**config.mk**
```make
export PLATFORM = sky130hd
export DESIGN_NAME = msc_sideband
export DESIGN_NICKNAME = d
export VERILOG_FILES = /design/src/msc_reset_filter.v /design/src/msc_sideband.v
export VERILOG_INCLUDE_DIRS = /design/src
export SDC_FILE = /design/constraint.sdc
export NUM_CORES = 1
export LEC_CHECK = 0
export ABC_AREA = 1
export BUFFER_PORTS_ARGS = -buffer_cell sky130_fd_sc_hd__clkbuf_2
export CAP_MARGIN = 20
export CORE_UTILIZATION = 57
export DETAILED_ROUTE_END_ITERATION = 6
export GPL_TIMING_DRIVEN = 0
export PLACE_DENSITY = 0.84
export SLEW_MARGIN = 20
export SYNTH_ARGS = -nofsm -noshare
export SYNTH_HDL_FRONTEND = slang
export SYNTH_SLANG_ARGS = --single-unit
export TNS_END_PERCENT = 50
```
**constraint.sdc**
```tcl
create_clock -name pclk -period 2.06 [get_ports pclk]
set_input_delay 0.309 -clock pclk [delete_from_list [all_inputs] [get_ports pclk]]
set_output_delay 0.309 -clock pclk [all_outputs]
set_load 0.03 [all_outputs]
```
**src/msc_map.vh**
```
// Summary of operation
// (RULE_01) management init finishes no later than 2000 ms after power-on, hot plug or reset end.
// (RULE_02) a low level on the module reset line lasting 10 us or more is taken as a reset request.
// (RULE_03) an interrupt condition drives the host interrupt to its asserted level within 200 ms.
// (RULE_04) reading a set flag clears it and the interrupt releases within 500 us of that read.
// (RULE_05) a lane entering loss of signal sets its flag and asserts the interrupt within 100 ms.
// (RULE_06) every flag condition sets its flag and asserts the interrupt unless masked.
// (RULE_07) a mask bit set to one stops its flag from asserting the interrupt.
// (RULE_08) a mask bit cleared to zero lets its flag assert the interrupt again.
// (RULE_09) low-power input, reset input or force-low-power each bring low power within 200 us.
// (RULE_10) the low-power request arrives active low and presence is shown by a pull-down.
// (RULE_11) the interrupt is active high inside the module and seen active low by the host.
// (RULE_12) the host reset arrives active low and is used as an active-low internal reset.
// (RULE_13) management traffic uses the two-wire bus with the host as master and pull-ups; the code uses apb in its place.
// (RULE_14) a flag stays latched until read and sets again if its condition is still present.
// (RULE_15) the interrupt is the or of all latched unmasked flags and drops only when none remain.
`ifndef MSC_MAP_VH
`define MSC_MAP_VH

// register byte offsets
`define MSC_OFF_CTRL 12'h000
`define MSC_OFF_STATUS 12'h004
`define MSC_OFF_FLAG 12'h008
`define MSC_OFF_MASK 12'h00C

// control fields
`define MSC_CTRL_FORCE_LP 0
`define MSC_CTRL_RST_VAL 32'h0000_0000
`define MSC_MASK_RST_VAL 17'h0_0000

// status fields
`define MSC_ST_INIT_DONE 0
`define MSC_ST_LP_MODE 1
`define MSC_ST_RESET_ACT 2
`define MSC_ST_LP_REQ 3
`define MSC_ST_IRQ 4

// flag layout: rx loss of signal, tx fault, init complete
`define MSC_FLAG_W 17
`define MSC_FLAG_LOS_LO 0
`define MSC_FLAG_TXF_LO 8
`define MSC_FLAG_INIT 16
`define MSC_LANES 8

// timing, clock is 40 MHz
`define MSC_CLK_KHZ 40000
`define MSC_INIT_MAX_MS 2000
`define MSC_RESET_MIN_US 10
`define MSC_IRQ_ON_MAX_MS 200
`define MSC_IRQ_OFF_MAX_US 500
`define MSC_LOS_ON_MAX_MS 100
`define MSC_LP_MAX_US 200
// least time: round up to whole cycles
`define MSC_RESET_MIN_CYC ((`MSC_RESET_MIN_US * `MSC_CLK_KHZ + 999) / 1000)
// longest time: round down
`define MSC_INIT_MAX_CYC (`MSC_INIT_MAX_MS * `MSC_CLK_KHZ)

`endif

```
**src/msc_reset_filter.v**
```verilog
`timescale 1ns/1ps
`include "msc_map.vh"

// qualifies the active-low reset line: a request is raised only once the
// line has been low for the minimum pulse time, so glitches are ignored
module msc_reset_filter
(
   input wire clk,
   input wire rst_n,
   input wire line_n,
   output reg req_q
);

   // threshold fits nine bits at the 40 MHz clock; cut to width on purpose
   localparam integer MIN_CYC_I = `MSC_RESET_MIN_CYC;
   localparam [8:0] MIN_CYC = MIN_CYC_I[8:0];

   reg [8:0] cnt_q;

   // count consecutive low cycles, saturate at the threshold
   always @(posedge clk or negedge rst_n)
   begin
      if (!rst_n)
      begin
         cnt_q <= 9'h000;
         req_q <= 1'b0;
      end
      else if (line_n)
      begin
         cnt_q <= 9'h000;
         req_q <= 1'b0;
      end
      else if (cnt_q != MIN_CYC)
      begin
         cnt_q <= cnt_q + 9'h001;
         req_q <= (cnt_q == MIN_CYC - 9'h001); // RULE_02
      end
   end

endmodule // msc_reset_filter

```
**src/msc_sideband.v**
```verilog
// Register access over APB and the placing of the registers were chosen for this implementation.
`timescale 1ns/1ps
`include "msc_map.vh"

// module-side sideband control: init timing, reset and low-power pins,
// latched flags with masks and the module interrupt, registers over apb
module msc_sideband
#(
   parameter [26:0] INIT_CYCLES = `MSC_INIT_MAX_CYC
)
(
   input wire pclk,
   input wire presetn,
   input wire psel,
   input wire penable,
   input wire pwrite,
   input wire [11:0] paddr,
   input wire [31:0] pwdata,
   output reg [31:0] prdata,
   output reg pready,
   output reg pslverr,
   input wire module_reset_in,
   input wire module_lowpower_in,
   input wire [7:0] rx_los,
   input wire [7:0] tx_fault,
   output reg module_irq,
   output reg present_pd_oe,
   output reg lowpower_mode,
   output reg management_init_state,
   output reg module_reset_low
);

   // init sequencer states
   localparam [1:0] ST_RESET = 2'b00;
   localparam [1:0] ST_INIT = 2'b01;
   localparam [1:0] ST_READY = 2'b10;

   localparam [16:0] FLAG_ZERO = 17'h0_0000;

   // address match, used by both the read mux and the write strobes
   function hit;
      input [11:0] addr;
      input [11:0] off;
      begin
         hit = (addr == off);
      end
   endfunction

   reg [1:0] state_q;
   reg [1:0] state_d;
   reg [26:0] init_cnt_q;
   reg [26:0] init_cnt_d;
   reg force_lp_q;
   reg [16:0] flag_q;
   reg [16:0] flag_d;
   reg [16:0] mask_q;
   reg init_evt_q;
   reg lp_req_q;
   wire rst_req;
   wire setup;
   wire done;
   wire mapped;
   wire rd_flag;
   wire wr_flag;
   wire wr_ctrl;
   wire wr_mask;
   wire [16:0] set_v;
   wire [16:0] clr_v;
   wire irq_d;
   wire lp_d;
   reg [31:0] rdata_d;

   // host reset pin filtered for the minimum low time
   msc_reset_filter u_rst_filter
   (
      .clk(pclk),
      .rst_n(presetn),
      .line_n(module_reset_in), // RULE_12
      .req_q(rst_req)
   );

   // apb stands in for the two-wire management bus, whose host is the master
   // apb: answer one cycle into the access phase, effects at completion // RULE_13
   assign setup = psel & penable & ~pready;
   assign done = psel & penable & pready;
   assign mapped = hit(paddr, `MSC_OFF_CTRL) | hit(paddr, `MSC_OFF_STATUS) |
                   hit(paddr, `MSC_OFF_FLAG) | hit(paddr, `MSC_OFF_MASK);
   assign rd_flag = done & ~pwrite & hit(paddr, `MSC_OFF_FLAG);
   assign wr_flag = done & pwrite & hit(paddr, `MSC_OFF_FLAG);
   assign wr_ctrl = done & pwrite & hit(paddr, `MSC_OFF_CTRL);
   assign wr_mask = done & pwrite & hit(paddr, `MSC_OFF_MASK);

   // read mux, sampled into prdata when pready is raised
   always @*
   begin
      rdata_d = 32'h0000_0000;
      if (hit(paddr, `MSC_OFF_CTRL))
         rdata_d[`MSC_CTRL_FORCE_LP] = force_lp_q;
      else if (hit(paddr, `MSC_OFF_STATUS))
      begin
         rdata_d[`MSC_ST_INIT_DONE] = management_init_state;
         rdata_d[`MSC_ST_LP_MODE] = lowpower_mode;
         rdata_d[`MSC_ST_RESET_ACT] = (state_q == ST_RESET);
         rdata_d[`MSC_ST_LP_REQ] = lp_req_q;
         rdata_d[`MSC_ST_IRQ] = module_irq;
      end
      else if (hit(paddr, `MSC_OFF_FLAG))
         rdata_d[16:0] = flag_q;
      else if (hit(paddr, `MSC_OFF_MASK))
         rdata_d[16:0] = mask_q;
   end

   // bus response registers
   always @(posedge pclk or negedge presetn)
   begin
      if (!presetn)
      begin
         pready <= 1'b0;
         pslverr <= 1'b0;
         prdata <= 32'h0000_0000;
      end
      else if (setup)
      begin
         pready <= 1'b1;
         pslverr <= ~mapped;
         prdata <= rdata_d;
      end
      else
      begin
         pready <= 1'b0;
         pslverr <= 1'b0;
      end
   end

   // init sequencer: reset held, counting, ready
   always @*
   begin
      state_d = state_q;
      init_cnt_d = init_cnt_q;
      case (state_q)
         ST_RESET:
         begin
            init_cnt_d = 27'h000_0000;
            if (module_reset_in)
               state_d = ST_INIT; // rising edge ends the reset
         end
         ST_INIT:
         begin
            if (rst_req)
               state_d = ST_RESET;
            else if (init_cnt_q >= INIT_CYCLES - 27'h000_0001)
               state_d = ST_READY; // RULE_01
            else
               init_cnt_d = init_cnt_q + 27'h000_0001;
         end
         ST_READY:
         begin
            if (rst_req)
               state_d = ST_RESET;
         end
         default:
         begin
            state_d = ST_RESET;
            init_cnt_d = 27'h000_0000;
         end
      endcase
   end

   // power-on and hot plug both start at the presetn release in init
   always @(posedge pclk or negedge presetn)
   begin
      if (!presetn)
      begin
         state_q <= ST_INIT;
         init_cnt_q <= 27'h000_0000;
         init_evt_q <= 1'b0;
      end
      else
      begin
         state_q <= state_d;
         init_cnt_q <= init_cnt_d;
         init_evt_q <= (state_q == ST_INIT) & (state_d == ST_READY);
      end
   end

   // control register, cleared by a module reset as well
   always @(posedge pclk or negedge presetn)
   begin
      if (!presetn)
         force_lp_q <= 1'b0;
      else if (state_q == ST_RESET)
         force_lp_q <= 1'b0;
      else if (wr_ctrl)
         force_lp_q <= pwdata[`MSC_CTRL_FORCE_LP];
   end

   // mask register, same layout as the flags
   always @(posedge pclk or negedge presetn)
   begin
      if (!presetn)
         mask_q <= `MSC_MASK_RST_VAL;
      else if (state_q == ST_RESET)
         mask_q <= `MSC_MASK_RST_VAL;
      else if (wr_mask)
         mask_q <= pwdata[16:0]; // RULE_07 RULE_08
   end

   // los and fault flag sources are levels: a persisting condition re-sets after a clear; init_evt_q is a one-cycle pulse
   assign set_v = {init_evt_q, tx_fault, rx_los}; // RULE_05 RULE_06 RULE_14
   // clear what the host actually saw on read, or write one to clear;
   // clearing from prdata avoids losing a flag set between sample and end
   assign clr_v = (rd_flag ? prdata[16:0] : FLAG_ZERO) | // RULE_04
                  (wr_flag ? pwdata[16:0] : FLAG_ZERO);

   // set wins over clear so an event in the clearing cycle is kept
   always @*
   begin
      flag_d = (flag_q & ~clr_v) | set_v; // RULE_14
   end

   always @(posedge pclk or negedge presetn)
   begin
      if (!presetn)
         flag_q <= FLAG_ZERO;
      else if (state_q == ST_RESET)
         flag_q <= FLAG_ZERO;
      else
         flag_q <= flag_d;
   end

   // interrupt: or of unmasked latched flags, one cycle after the flag
   assign irq_d = |(flag_q & ~mask_q); // RULE_03 RULE_15

   // low-power request arrives active low on the shared pin
   assign lp_d = lp_req_q | (state_q == ST_RESET) | force_lp_q | // RULE_09
                 (state_q != ST_READY);

   // output flops and pin drivers
   always @(posedge pclk or negedge presetn)
   begin
      if (!presetn)
      begin
         module_irq <= 1'b0;
         present_pd_oe <= 1'b0;
         lowpower_mode <= 1'b1;
         management_init_state <= 1'b0;
         module_reset_low <= 1'b0;
         lp_req_q <= 1'b0;
      end
      else
      begin
         lp_req_q <= ~module_lowpower_in; // RULE_10
         module_irq <= irq_d; // RULE_11
         present_pd_oe <= 1'b1; // RULE_10
         lowpower_mode <= lp_d;
         management_init_state <= (state_q == ST_READY);
         module_reset_low <= (state_q != ST_RESET); // RULE_12
      end
   end

endmodule // msc_sideband

```
==> impl_metrics.toml, run 1 <==
[synth]
synthCells = 822
synth_most_common_cell = "nand2_1"
netlist_area_sq_mm = 0.00587
async_flop_share = 1.00
dominantRegCellSynth = "dfrtp_1"
seq_area_frac_synth = 0.427
synth_edf_count = 0
synth_largest_area_cell = "dfrtp_1"
synth_cell_types = 42
syn_avg_cell_area_sq_um = 7.14
ys_top_cells_by_count = "nand2_1 (253), nor2_1 (100), dfrtp_1 (98)"
synth_seq_cells = 100
synthTopCellsByArea = "dfrtp_1 (42%), nand2_1 (16%), nand3_1 (7.3%)"
yosys.area.top_type_share = 0.418
synth-warning-count = 0

[worst_hold_path]
hp-class = "in -> reg"

[floorplanning]
die_w_um = 103
coreArea_sq_mm = 0.00986
start_util = 0.595
die_h_um = 103
dieArea_sq_mm = 0.0107
row_count = 36
ios = 106

[clock_network]
cts_buffer_depth = 2
path_clk_slew_ns = 0.11
post_cts_buffers = 0
cts_inserted_buffers = 9
clk_latency_ns = 0.38
cts_root_buffer = "clkbuf_8"
cts_tree = "built"
htreeDepth = 3
clock_sinks = 100

[worst_setup_path]
slowest_delay_ns = 0.42
worst_ep_arrival_time_ns = 2.21
cp_slowest_cell = "nor2_2"
crit_type = "reg -> reg"
cp-end-kind = "register"
worstPathCellList = "nor2_2 -> clkinv_1 -> clkbuf_1 -> nand2_1 -> nand2_1"
worstPathMaxFanout = 10
cp_common_cell = "nand2_1"
start_kind = "register"
required_ns = 2.33

[drt]
met1_length_mm = 6.66
met3_length_mm = 1.22
routed-wl-met2_mm = 7.05
wl_per_cell_um = 14.5
vias_per_cell = 5.46
antenna_left = 0
initialDrtViolationCount = 448
drtPass1Iterations = 6
wl_mm = 15.4
highest_layer = "met4"
drc = 0
vias = 5796

[timing]
worst_slew_pin_slew_ns = 0.654
post-route-period-util = 0.941
holdWs_ns = 0.0466
report.final.setup_viol = 0
fin_setup_tns_ns = 0
hold_viol = 0
maxSlewHeadroom = 0.564
fin_skew_ns = 0.0135
finalCriticalPeriod_ns = 1.94
slew_violations = 0
rsz0062_at_grt = "false"
fmax_mhz = 516

[power]
pwr-share-seq = 0.520
p_leak_nw = 3.46
clockPowerShare = 0.416
power_density_mw_per_mm2 = 561
peakVddDrop_mv = 0.443
pwr-share-comb = 0.064
power.total_w = 0.00381
p_int_w = 0.00288
switchingPower_w = 0.000925
switching_share = 0.243

[final_layout]
final_nets = 994
area_growth_pct = 15.6
fill_cells = 889
antenna_cells = 0
fin_util = 0.688
drive_gt1_frac = 0.157

[flow_run]
maxCapViolCount = 0

[place]
hpwl_mm = 11.2
port-buffer-count = 75
gp_congestion = 0.968

[grt]
grt_pass1_wl_mm = 24.2
grt_max_degree = 97
antenna_found_initial = 0
grt_use_total = 0.298
grt_pass1_vias = 5132
grt_overflow = 0

[run_status]
status = "complete, no violations"
-- cell type report --
type                       count  area [sq um]  share of cell area
multi-input combinational    607          2850               0.420
sequential                   100          2510               0.369
timing repair buffer          77           422              0.0621
inverter                      88           333              0.0491
buffer                        41           256              0.0378
tap                          133           166              0.0245
clock inverter                 7           128              0.0188
clock buffer                   9           124              0.0183
-- what timing repair did --
item | 4_1_cts | 5_1_grt
hold buffers | 1 | 0
endpoints found under the setup margin | 0 | 36
hold endpoints to repair | 4 | 0
gates resized for setup | 0 | 12
-- registers in the layout, indices dropped and copies added (netlist names), 2 cells and up --
signal and flops:
flag_q 17, init_cnt_q 27, state_q 2, mask_q 17
u_rst_filter.cnt_q 9, prdata 17
-- critical path: cells and delay by family, from the launching register on --
family | cells | cell delay (ns)
buffers and inverters | 2 | 0.77
flip-flops | 1 | 0.41
AND/OR/NAND/NOR | 3 | 0.64
-- through the flow --
| stage | std cells | setup WS [ns] | cell area (sq um) |
|---|---|---|---|
| 6_report | 1062 | 0.121 | 6790 |
| 3_3_place_gp | 1044 | -0.560 | 6460 |
| 3_5_place_dp | 1045 | 0.0259 | 6500 |
| 2_1_floorplan | 836 | 0.310 | 5920 |
| 5_1_grt | 1062 | 0.00908 | 6790 |
| 4_1_cts | 1062 | 0.0167 | 6760 |
-- cell usage in the layout, fill, tap and decap left out, types with 3 or more instances in the layout --
| cell | count |
|---|---|
| clkbuf_1 | 11 |
| inv_2 | 4 |
| xnor2_1 | 3 |
| o21ai_0 | 20 |
| nor3_1 | 9 |
| nand4_1 | 34 |
| o21ai_1 | 6 |
| clkbuf_2 | 77 |
| buf_4 | 16 |
| inv_6 | 3 |
| dfrtp_1 | 97 |
| bufinv_16 | 3 |
| xor2_1 | 9 |
| nand2_1 | 253 |
| o22ai_1 | 10 |
| nor2_1 | 98 |
| inv_1 | 82 |
| clkbuf_8 | 10 |
| buf_2 | 7 |
| buf_6 | 4 |
| nand3_1 | 86 |
| conb_1 | 16 |
| nor2_2 | 4 |
| a31oi_1 | 3 |
| a21oi_1 | 27 |
-- kinds of logic after synthesis --
logic type               synth area share
AO/OA/AOI/OAI                      0.0753
XOR/XNOR                           0.0179
adder cells (fa/ha/maj)           0.00640
buffers and inverters              0.0996
flip-flops                          0.427
other                             0.00128
AND/OR/NAND/NOR                     0.373
-- routing by layer --
layer / vias up / track usage
met5: - / 0
met1: 2632 / 0.402
li1: 2836 / -
met2: 273 / 0.480
met4: 0 / 0.113
met3: 55 / 0.0558
-- power groups by stage --
| stage | combinational (W) | clock (W) | sequential (W) |
|---|---|---|---|
| 2_1_floorplan | 0.000110 | 0 | 0.00202 |
| 3_3_place_gp | 0.000233 | 0 | 0.00202 |
| 3_5_place_dp | 0.000242 | 0 | 0.00202 |
| 4_1_cts | 0.000244 | 0.00161 | 0.00198 |
| 5_1_grt | 0.000273 | 0.00167 | 0.00198 |
| 6_report | 0.000244 | 0.00158 | 0.00198 |
-- path summary, 6_finish.rpt --
check	from	to	slack, ns	cells after the start
max	pready$_DFF_PN0_	prdata[13]$_DFFE_PN0P_	0.12	5
min	module_lowpower_in	lp_req_q$_DFF_PN0_	0.05	2
max reg2reg	pready$_DFF_PN0_	prdata[13]$_DFFE_PN0P_	0.12	5
min reg2reg	u_rst_filter.cnt_q[6]$_DFFE_PN0P_	u_rst_filter.cnt_q[6]$_DFFE_PN0P_	0.49	1
max in group asynchronous	presetn	init_cnt_q[0]$_DFFE_PN0P_	1.12	3
min in group asynchronous	presetn	management_init_state$_DFF_PN0_	0.29	2
Power figures use the tool's default switching activity.
==> run 2, diff against run 1 <==
--- a/config.mk
+++ b/config.mk
@@ -13,6 +13,7 @@
 export DETAILED_ROUTE_END_ITERATION = 6
 export GPL_TIMING_DRIVEN = 0
 export PLACE_DENSITY = 0.84
+export SETUP_SLACK_MARGIN = 0.4
 export SLEW_MARGIN = 20
 export SYNTH_ARGS = -nofsm -noshare
 export SYNTH_HDL_FRONTEND = slang
==> run 2 against run 1 <==
Effect of this change: non-clock buffer count rose by 34; clock skew barely moved; flip-flop and latch count did not move; global-route usage rose by 1.2 points; clock power fell by 16%; core utilization rose by 4.5 points; first-iteration DRC count rose by 13%; worst setup slack improved by 0.18 ns; cell count rose by 3.2%.
==> impl_metrics.toml, run 2 (synthesis results as in run 1) <==
[run_status]
status = "complete, no violations"

[final_layout]
final_nets = 1028
final_common_cell = "nand2_1"
drive_gt1_frac = 0.245
area_growth_pct = 23.2
final_cell_area_sq_mm = 0.00723
top_register = "init_cnt_q"
largest_reg_flops = 27
final_cell_mix = "nand2_1 (226), nor2_1 (91), nand3_1 (85)"
antenna_cells = 0
finalNonFillerCells = 1096

[clock_network]
cts_root_buffer = "clkbuf_8"
clk_latency_ns = 0.38
htreeDepth = 3
cts_tree = "built"
path_clk_slew_ns = 0.10
cts_inserted_buffers = 9
cts_buffer_depth = 2
clock_sinks = 100

[timing]
rsz0062_at_grt = "true"
maxSlewHeadroom = 0.575
hold_viol = 0
report.final.setup_viol = 0
fmax_mhz = 570
post-route-period-util = 0.852
fin_setup_tns_ns = 0
finalCriticalPeriod_ns = 1.75
fin_skew_ns = 0.0130
worst_slew_pin_slew_ns = 0.637
slew_violations = 0

[worst_setup_path]
cp.depth = 8
reg2reg_to = "init_cnt_q[13]$_DFFE_PN0P_"
required_ns = 2.38
crit_type = "reg -> reg"
worstReg2RegStart = "init_cnt_q[0]$_DFFE_PN0P_"
worstPathCellList = "buf_4 -> nand3_4 -> nor2_1 -> nand3_1 -> xor2_1 -> nor2_1 -> nand4_1 -> nand2_2"
cp-end-kind = "register"
cp_common_cell = "nor2_1"
cp.buffers_inverters = 1
regToRegSetupSlack_ns = 0.31
start_kind = "register"
crit_path_end = "init_cnt_q[13]$_DFFE_PN0P_"
critical-path-top-delay-family = "simple AND/OR/NAND/NOR gates"
worstPathMaxFanout = 5
reg2reg_depth = 8
slowest_delay_ns = 0.40
worst_ep_arrival_time_ns = 2.07
cp_slowest_cell = "dfrtp_2"
startpoint = "init_cnt_q[0]$_DFFE_PN0P_"

[drt]
wl_mm = 16.4
vias = 6008
initialDrtViolationCount = 507
vias_per_cell = 5.48
drtPass1Iterations = 5
drc = 0
wl_per_cell_um = 14.9
antenna_left = 0

[floorplanning]
row_count = 36
ios = 106
start_util = 0.595
die_h_um = 103
die_w_um = 103
dieArea_sq_mm = 0.0107
coreArea_sq_mm = 0.00986

[worst_hold_path]
hp-class = "in -> reg"

[grt]
antenna_found_initial = 0
grt_pass1_wl_mm = 25.2
grt_max_degree = 72
grt_overflow = 0
grt_pass1_vias = 5333
grt_use_total = 0.310

[power]
switchingPower_w = 0.000879
switching_share = 0.248
pwr-share-comb = 0.070
power.total_w = 0.00355
peakVddDrop_mv = 0.333
power_density_mw_per_mm2 = 490
p_int_w = 0.00267
clockPowerShare = 0.371
p_leak_nw = 3.69
pwr-share-seq = 0.558

[place]
port-buffer-count = 75
post_dp_cell_area_sq_mm = 0.00652
dp.cells = 1045
hpwl_mm = 11.2
gp_congestion = 0.960

[flow_run]
maxCapViolCount = 0
run 2: power groups by stage:
stage | Combinational (W) | Sequential (W) | Clock (W)
2_1_floorplan | 0.000110 | 0.00202 | 0
5_1_grt | 0.000278 | 0.00198 | 0.00143
6_report | 0.000250 | 0.00198 | 0.00132
4_1_cts | 0.000248 | 0.00198 | 0.00134
3_5_place_dp | 0.000244 | 0.00202 | 0
3_3_place_gp | 0.000233 | 0.00202 | 0
run 2: final cells by class:
type | instances | area (sq um)
clock buffers | 12 | 145
inverters | 88 | 337
clock inverters | 4 | 58.8
well taps | 133 | 166
repair buffers | 111 | 718
plain buffers | 41 | 284
flip-flops and latches | 100 | 2530
multi-input cells | 607 | 3000
fillers | 800 | 2630
run 2: through the flow:
stage,util,worst slack (ns),hold slack [ns]
finish,0.733,0.305,0.0617
global placement,0.657,-0.765,0.457
detailed placement,0.661,0.0702,0.220
CTS,0.700,0.333,0.0529
global route,0.733,0.203,0.0462
floorplan,-,0.406,0.0134
run 2: worst min path at each step:
stage	to	cells past startpoint	start	slack, ns
6_report	lp_req_q$_DFF_PN0_	2	module_lowpower_in	0.06
5_1_grt	lp_req_q$_DFF_PN0_	2	module_lowpower_in	0.05
4_1_cts	lp_req_q$_DFF_PN0_	2	module_lowpower_in	0.05
3_5_place_dp	pslverr$_DFF_PN0_	1	presetn	0.22
3_3_place_gp	lp_req_q$_DFF_PN0_	2	module_lowpower_in	0.46
2_1_floorplan	flag_q[0]$_DFF_PN0_	0	presetn	0.01
run 2: worst reg2reg max path: cells and delay by family (launching register included):
| family | cells | cell delay, ns |
|---|---|---|
| flops | 1 | 0.40 |
| buf+inv | 1 | 0.16 |
| simple gates | 6 | 0.95 |
| xor+xnor | 1 | 0.19 |
run 2: metal layers:
layer | routed length [um] | global-route usage
met1 | 6920 | 0.416
met2 | 7540 | 0.490
met3 | 1360 | 0.0484
met4 | 535 | 0.153
met5 | 0 | 0
run 2: timing repair:
item / CTS / global route
pin swaps: 6 / 9
setup endpoints to repair: 69 / 66
hold buffers: 1 / 0
gates resized for setup: 27 / 63
buffers inserted: 12 / 20
gates cloned: 1 / 1
hold endpoints to repair: 29 / 0
==> run 3, diff against run 2 <==
--- a/config.mk
+++ b/config.mk
@@ -6,13 +6,13 @@
 export SDC_FILE = /design/constraint.sdc
 export NUM_CORES = 1
 export LEC_CHECK = 0
-export ABC_AREA = 1
+export ABC_AREA = 0
 export BUFFER_PORTS_ARGS = -buffer_cell sky130_fd_sc_hd__clkbuf_2
 export CAP_MARGIN = 20
-export CORE_UTILIZATION = 57
+export CORE_UTILIZATION = 56
 export DETAILED_ROUTE_END_ITERATION = 6
 export GPL_TIMING_DRIVEN = 0
-export PLACE_DENSITY = 0.84
+export PLACE_DENSITY = 0.81
 export SETUP_SLACK_MARGIN = 0.4
 export SLEW_MARGIN = 20
 export SYNTH_ARGS = -nofsm -noshare
==> run 3 against run 2 <==
Effect of this change: the run now ends with negative setup slack left; clock skew rose by 0.00077 ns; worst setup slack got worse by 0.33 ns; power rose by 13%; largest power group unchanged.
==> impl_metrics.toml, run 3 <==
[drt]
vias = 4701
wl_mm = 14.6
vias_per_cell = 5.75
antenna_left = 0
drtPass1Iterations = 4
drc = 0
wl_per_cell_um = 17.8
initialDrtViolationCount = 255

[worst_setup_path]
reg2reg_depth = 10
critical-path-top-delay-family = "buffers and inverters"
slowest_delay_ns = 0.39
worstPathCellList = "buf_6 -> buf_4 -> nor2_2 -> nand4_1 -> a211oi_4 -> buf_6 -> buf_6 -> nor3_2 -> xnor2_1 -> o21ai_1"
cp_common_cell = "buf_6"
worst_ep_arrival_time_ns = 2.34
worstPathMaxFanout = 6
cp-end-kind = "register"
crit_type = "reg -> reg"
cp.buffers_inverters = 4
required_ns = 2.31
start_kind = "register"
cp_slowest_cell = "dfrtp_1"
cp.depth = 10

[final_layout]
final_cell_mix = "dfrtp_1 (93), clkbuf_2 (72), nor2_1 (68)"
final_common_cell = "dfrtp_1"
regArea_sq_mm = 0.00251
largest_reg_flops = 27
drive_gt1_frac = 0.356
fill_cells = 634
area_growth_pct = 28.2
top_register = "init_cnt_q"
final_nets = 754
final_cell_area_sq_mm = 0.00689
antenna_cells = 0
multi_input_area_sq_mm = 0.00287
finalNonFillerCells = 818

[clock_network]
clk_latency_ns = 0.38
path_clk_slew_ns = 0.11
htreeDepth = 3
cts_tree = "built"
cts_root_buffer = "clkbuf_8"
cts_buffer_depth = 2
cts_inserted_buffers = 9
clock_sinks = 100

[place]
place_ws_ns = -0.342
port-buffer-count = 73
dp.cells = 762
hpwl_mm = 8.94
post_dp_cell_area_sq_mm = 0.00607
gp_congestion = 0.911

[synth]
seq_area_frac_synth = 0.466
yosys.area.top_type_share = 0.456
synth_most_common_cell = "dfrtp_1"
synth-warning-count = 0
synthCells = 545
syn_avg_cell_area_sq_um = 9.86
ys_top_cells_by_count = "dfrtp_1 (98), nor2_1 (72), nand2_1 (54)"
synth_edf_count = 0
dominantRegCellSynth = "dfrtp_1"
synth_cell_types = 57
synth_largest_area_cell = "dfrtp_1"
netlist_area_sq_mm = 0.00537
synthTopCellsByArea = "dfrtp_1 (46%), mux2i_1 (6.0%), nor2_1 (5.0%)"
async_flop_share = 1.00
synth_seq_cells = 100

[run_status]
status = "finished with violations"
violations = "negative setup slack"

[grt]
grt_overflow = 0
grt_max_degree = 85
antenna_found_initial = 0
grt_use_total = 0.281
grt_pass1_wl_mm = 21.8
grt_pass1_vias = 4534

[timing]
fmax_mhz = 479
rsz0062_at_grt = "true"
maxSlewHeadroom = 0.634
finalCriticalPeriod_ns = 2.09
fin_skew_ns = 0.0138
setup_ws_ns = -0.0289
worst_slew_pin_slew_ns = 0.548
holdWs_ns = 0.0756
report.final.setup_viol = 1
hold_viol = 0
post-route-period-util = 1.01
fin_setup_tns_ns = -0.0289
slew_violations = 0

[floorplanning]
die_h_um = 100
start_util = 0.579
coreArea_sq_mm = 0.00928
dieArea_sq_mm = 0.00999
row_count = 35
die_w_um = 100
ios = 106

[flow_run]
maxCapViolCount = 0

[power]
p_leak_nw = 3.02
peakVddDrop_mv = 0.732
power_density_mw_per_mm2 = 582

[worst_hold_path]
hold_depth = 2
hp-class = "in -> reg"
==> run 3: changes by cell type in the layout (fill, tap and decap cells not counted), sizes merged, moves of 21 or more <==
cell   delta
mux2i    +32
xnor2    +21
nand3    -76
nand4    -25
nand2   -202
inv      -58
nor2     -31
==> run 3: cells by family (layout without fill, tap and decap cells) <==
| family | after synthesis | in the layout | synth area share |
|---|---|---|---|
| DFF | 100 | 100 | 0.466 |
| buffers and inverters | 68 | 198 | 0.0701 |
| muxes | 37 | 37 | 0.0722 |
| adders and majority gates | 3 | 3 | 0.00699 |
| xor gates and xnor gates | 27 | 27 | 0.0440 |
| AOI/OAI and AO/OA | 99 | 99 | 0.138 |
| other | 2 | 16 | 0.00140 |
| and+or+nand+nor | 209 | 209 | 0.201 |
==> run 3: cell type report <==
class,count,area share
Multi-Input combinational cell,391,0.417
Timing Repair Buffer,114,0.108
Buffer,42,0.0441
Tap cell,129,0.0234
Sequential cell,100,0.365
Clock buffer,9,0.0180
Clock inverter,7,0.00981
Inverter,26,0.0145
==> run 3: worst paths after layout <==
check                                              to                        from  slack [ns]
max in group asynchronous        state_q[0]$_DFF_PN1_                     presetn        1.02
min in group asynchronous  module_reset_low$_DFF_PN0_                     presetn        0.35
setup / recovery            init_cnt_q[8]$_DFFE_PN0P_  init_cnt_q[16]$_DFFE_PN0P_       -0.03
setup reg to reg            init_cnt_q[8]$_DFFE_PN0P_  init_cnt_q[16]$_DFFE_PN0P_       -0.03
hold reg to reg             init_cnt_q[9]$_DFFE_PN0P_   init_cnt_q[9]$_DFFE_PN0P_        0.51
hold / removal                     lp_req_q$_DFF_PN0_          module_lowpower_in        0.08
==> run 3: timing repair <==
| action | 4_1_cts | 5_1_grt |
|---|---|---|
| hold buffers | 1 | 0 |
| pin swaps | 13 | 42 |
| gates resized for setup | 22 | 64 |
| setup endpoints to repair | 61 | 71 |
| hold endpoints to repair | 16 | 0 |
| buffers inserted | 23 | 16 |
==> run 3: per-stage QoR <==
step,util,total power [W]
2_1_floorplan,-,0.00248
3_3_place_gp,0.650,0.00262
3_5_place_dp,0.654,0.00266
4_1_cts,0.705,0.00396
5_1_grt,0.742,0.00416
6_report,0.742,0.00401
==> run 3: power by group <==
| part | switching [W] | total (W) | internal (W) |
|---|---|---|---|
| clock | 0.000774 | 0.00125 | 0.000472 |
| combinational | 0.000329 | 0.000631 | 0.000302 |
| sequential | 0.0000910 | 0.00213 | 0.00204 |
==> run 3: metal layers <==
layer / share of wire / global-route usage
met5: 0 / 0
met4: 0.027 / 0.107
met3: 0.051 / 0.0501
met2: 0.53 / 0.495
met1: 0.40 / 0.345
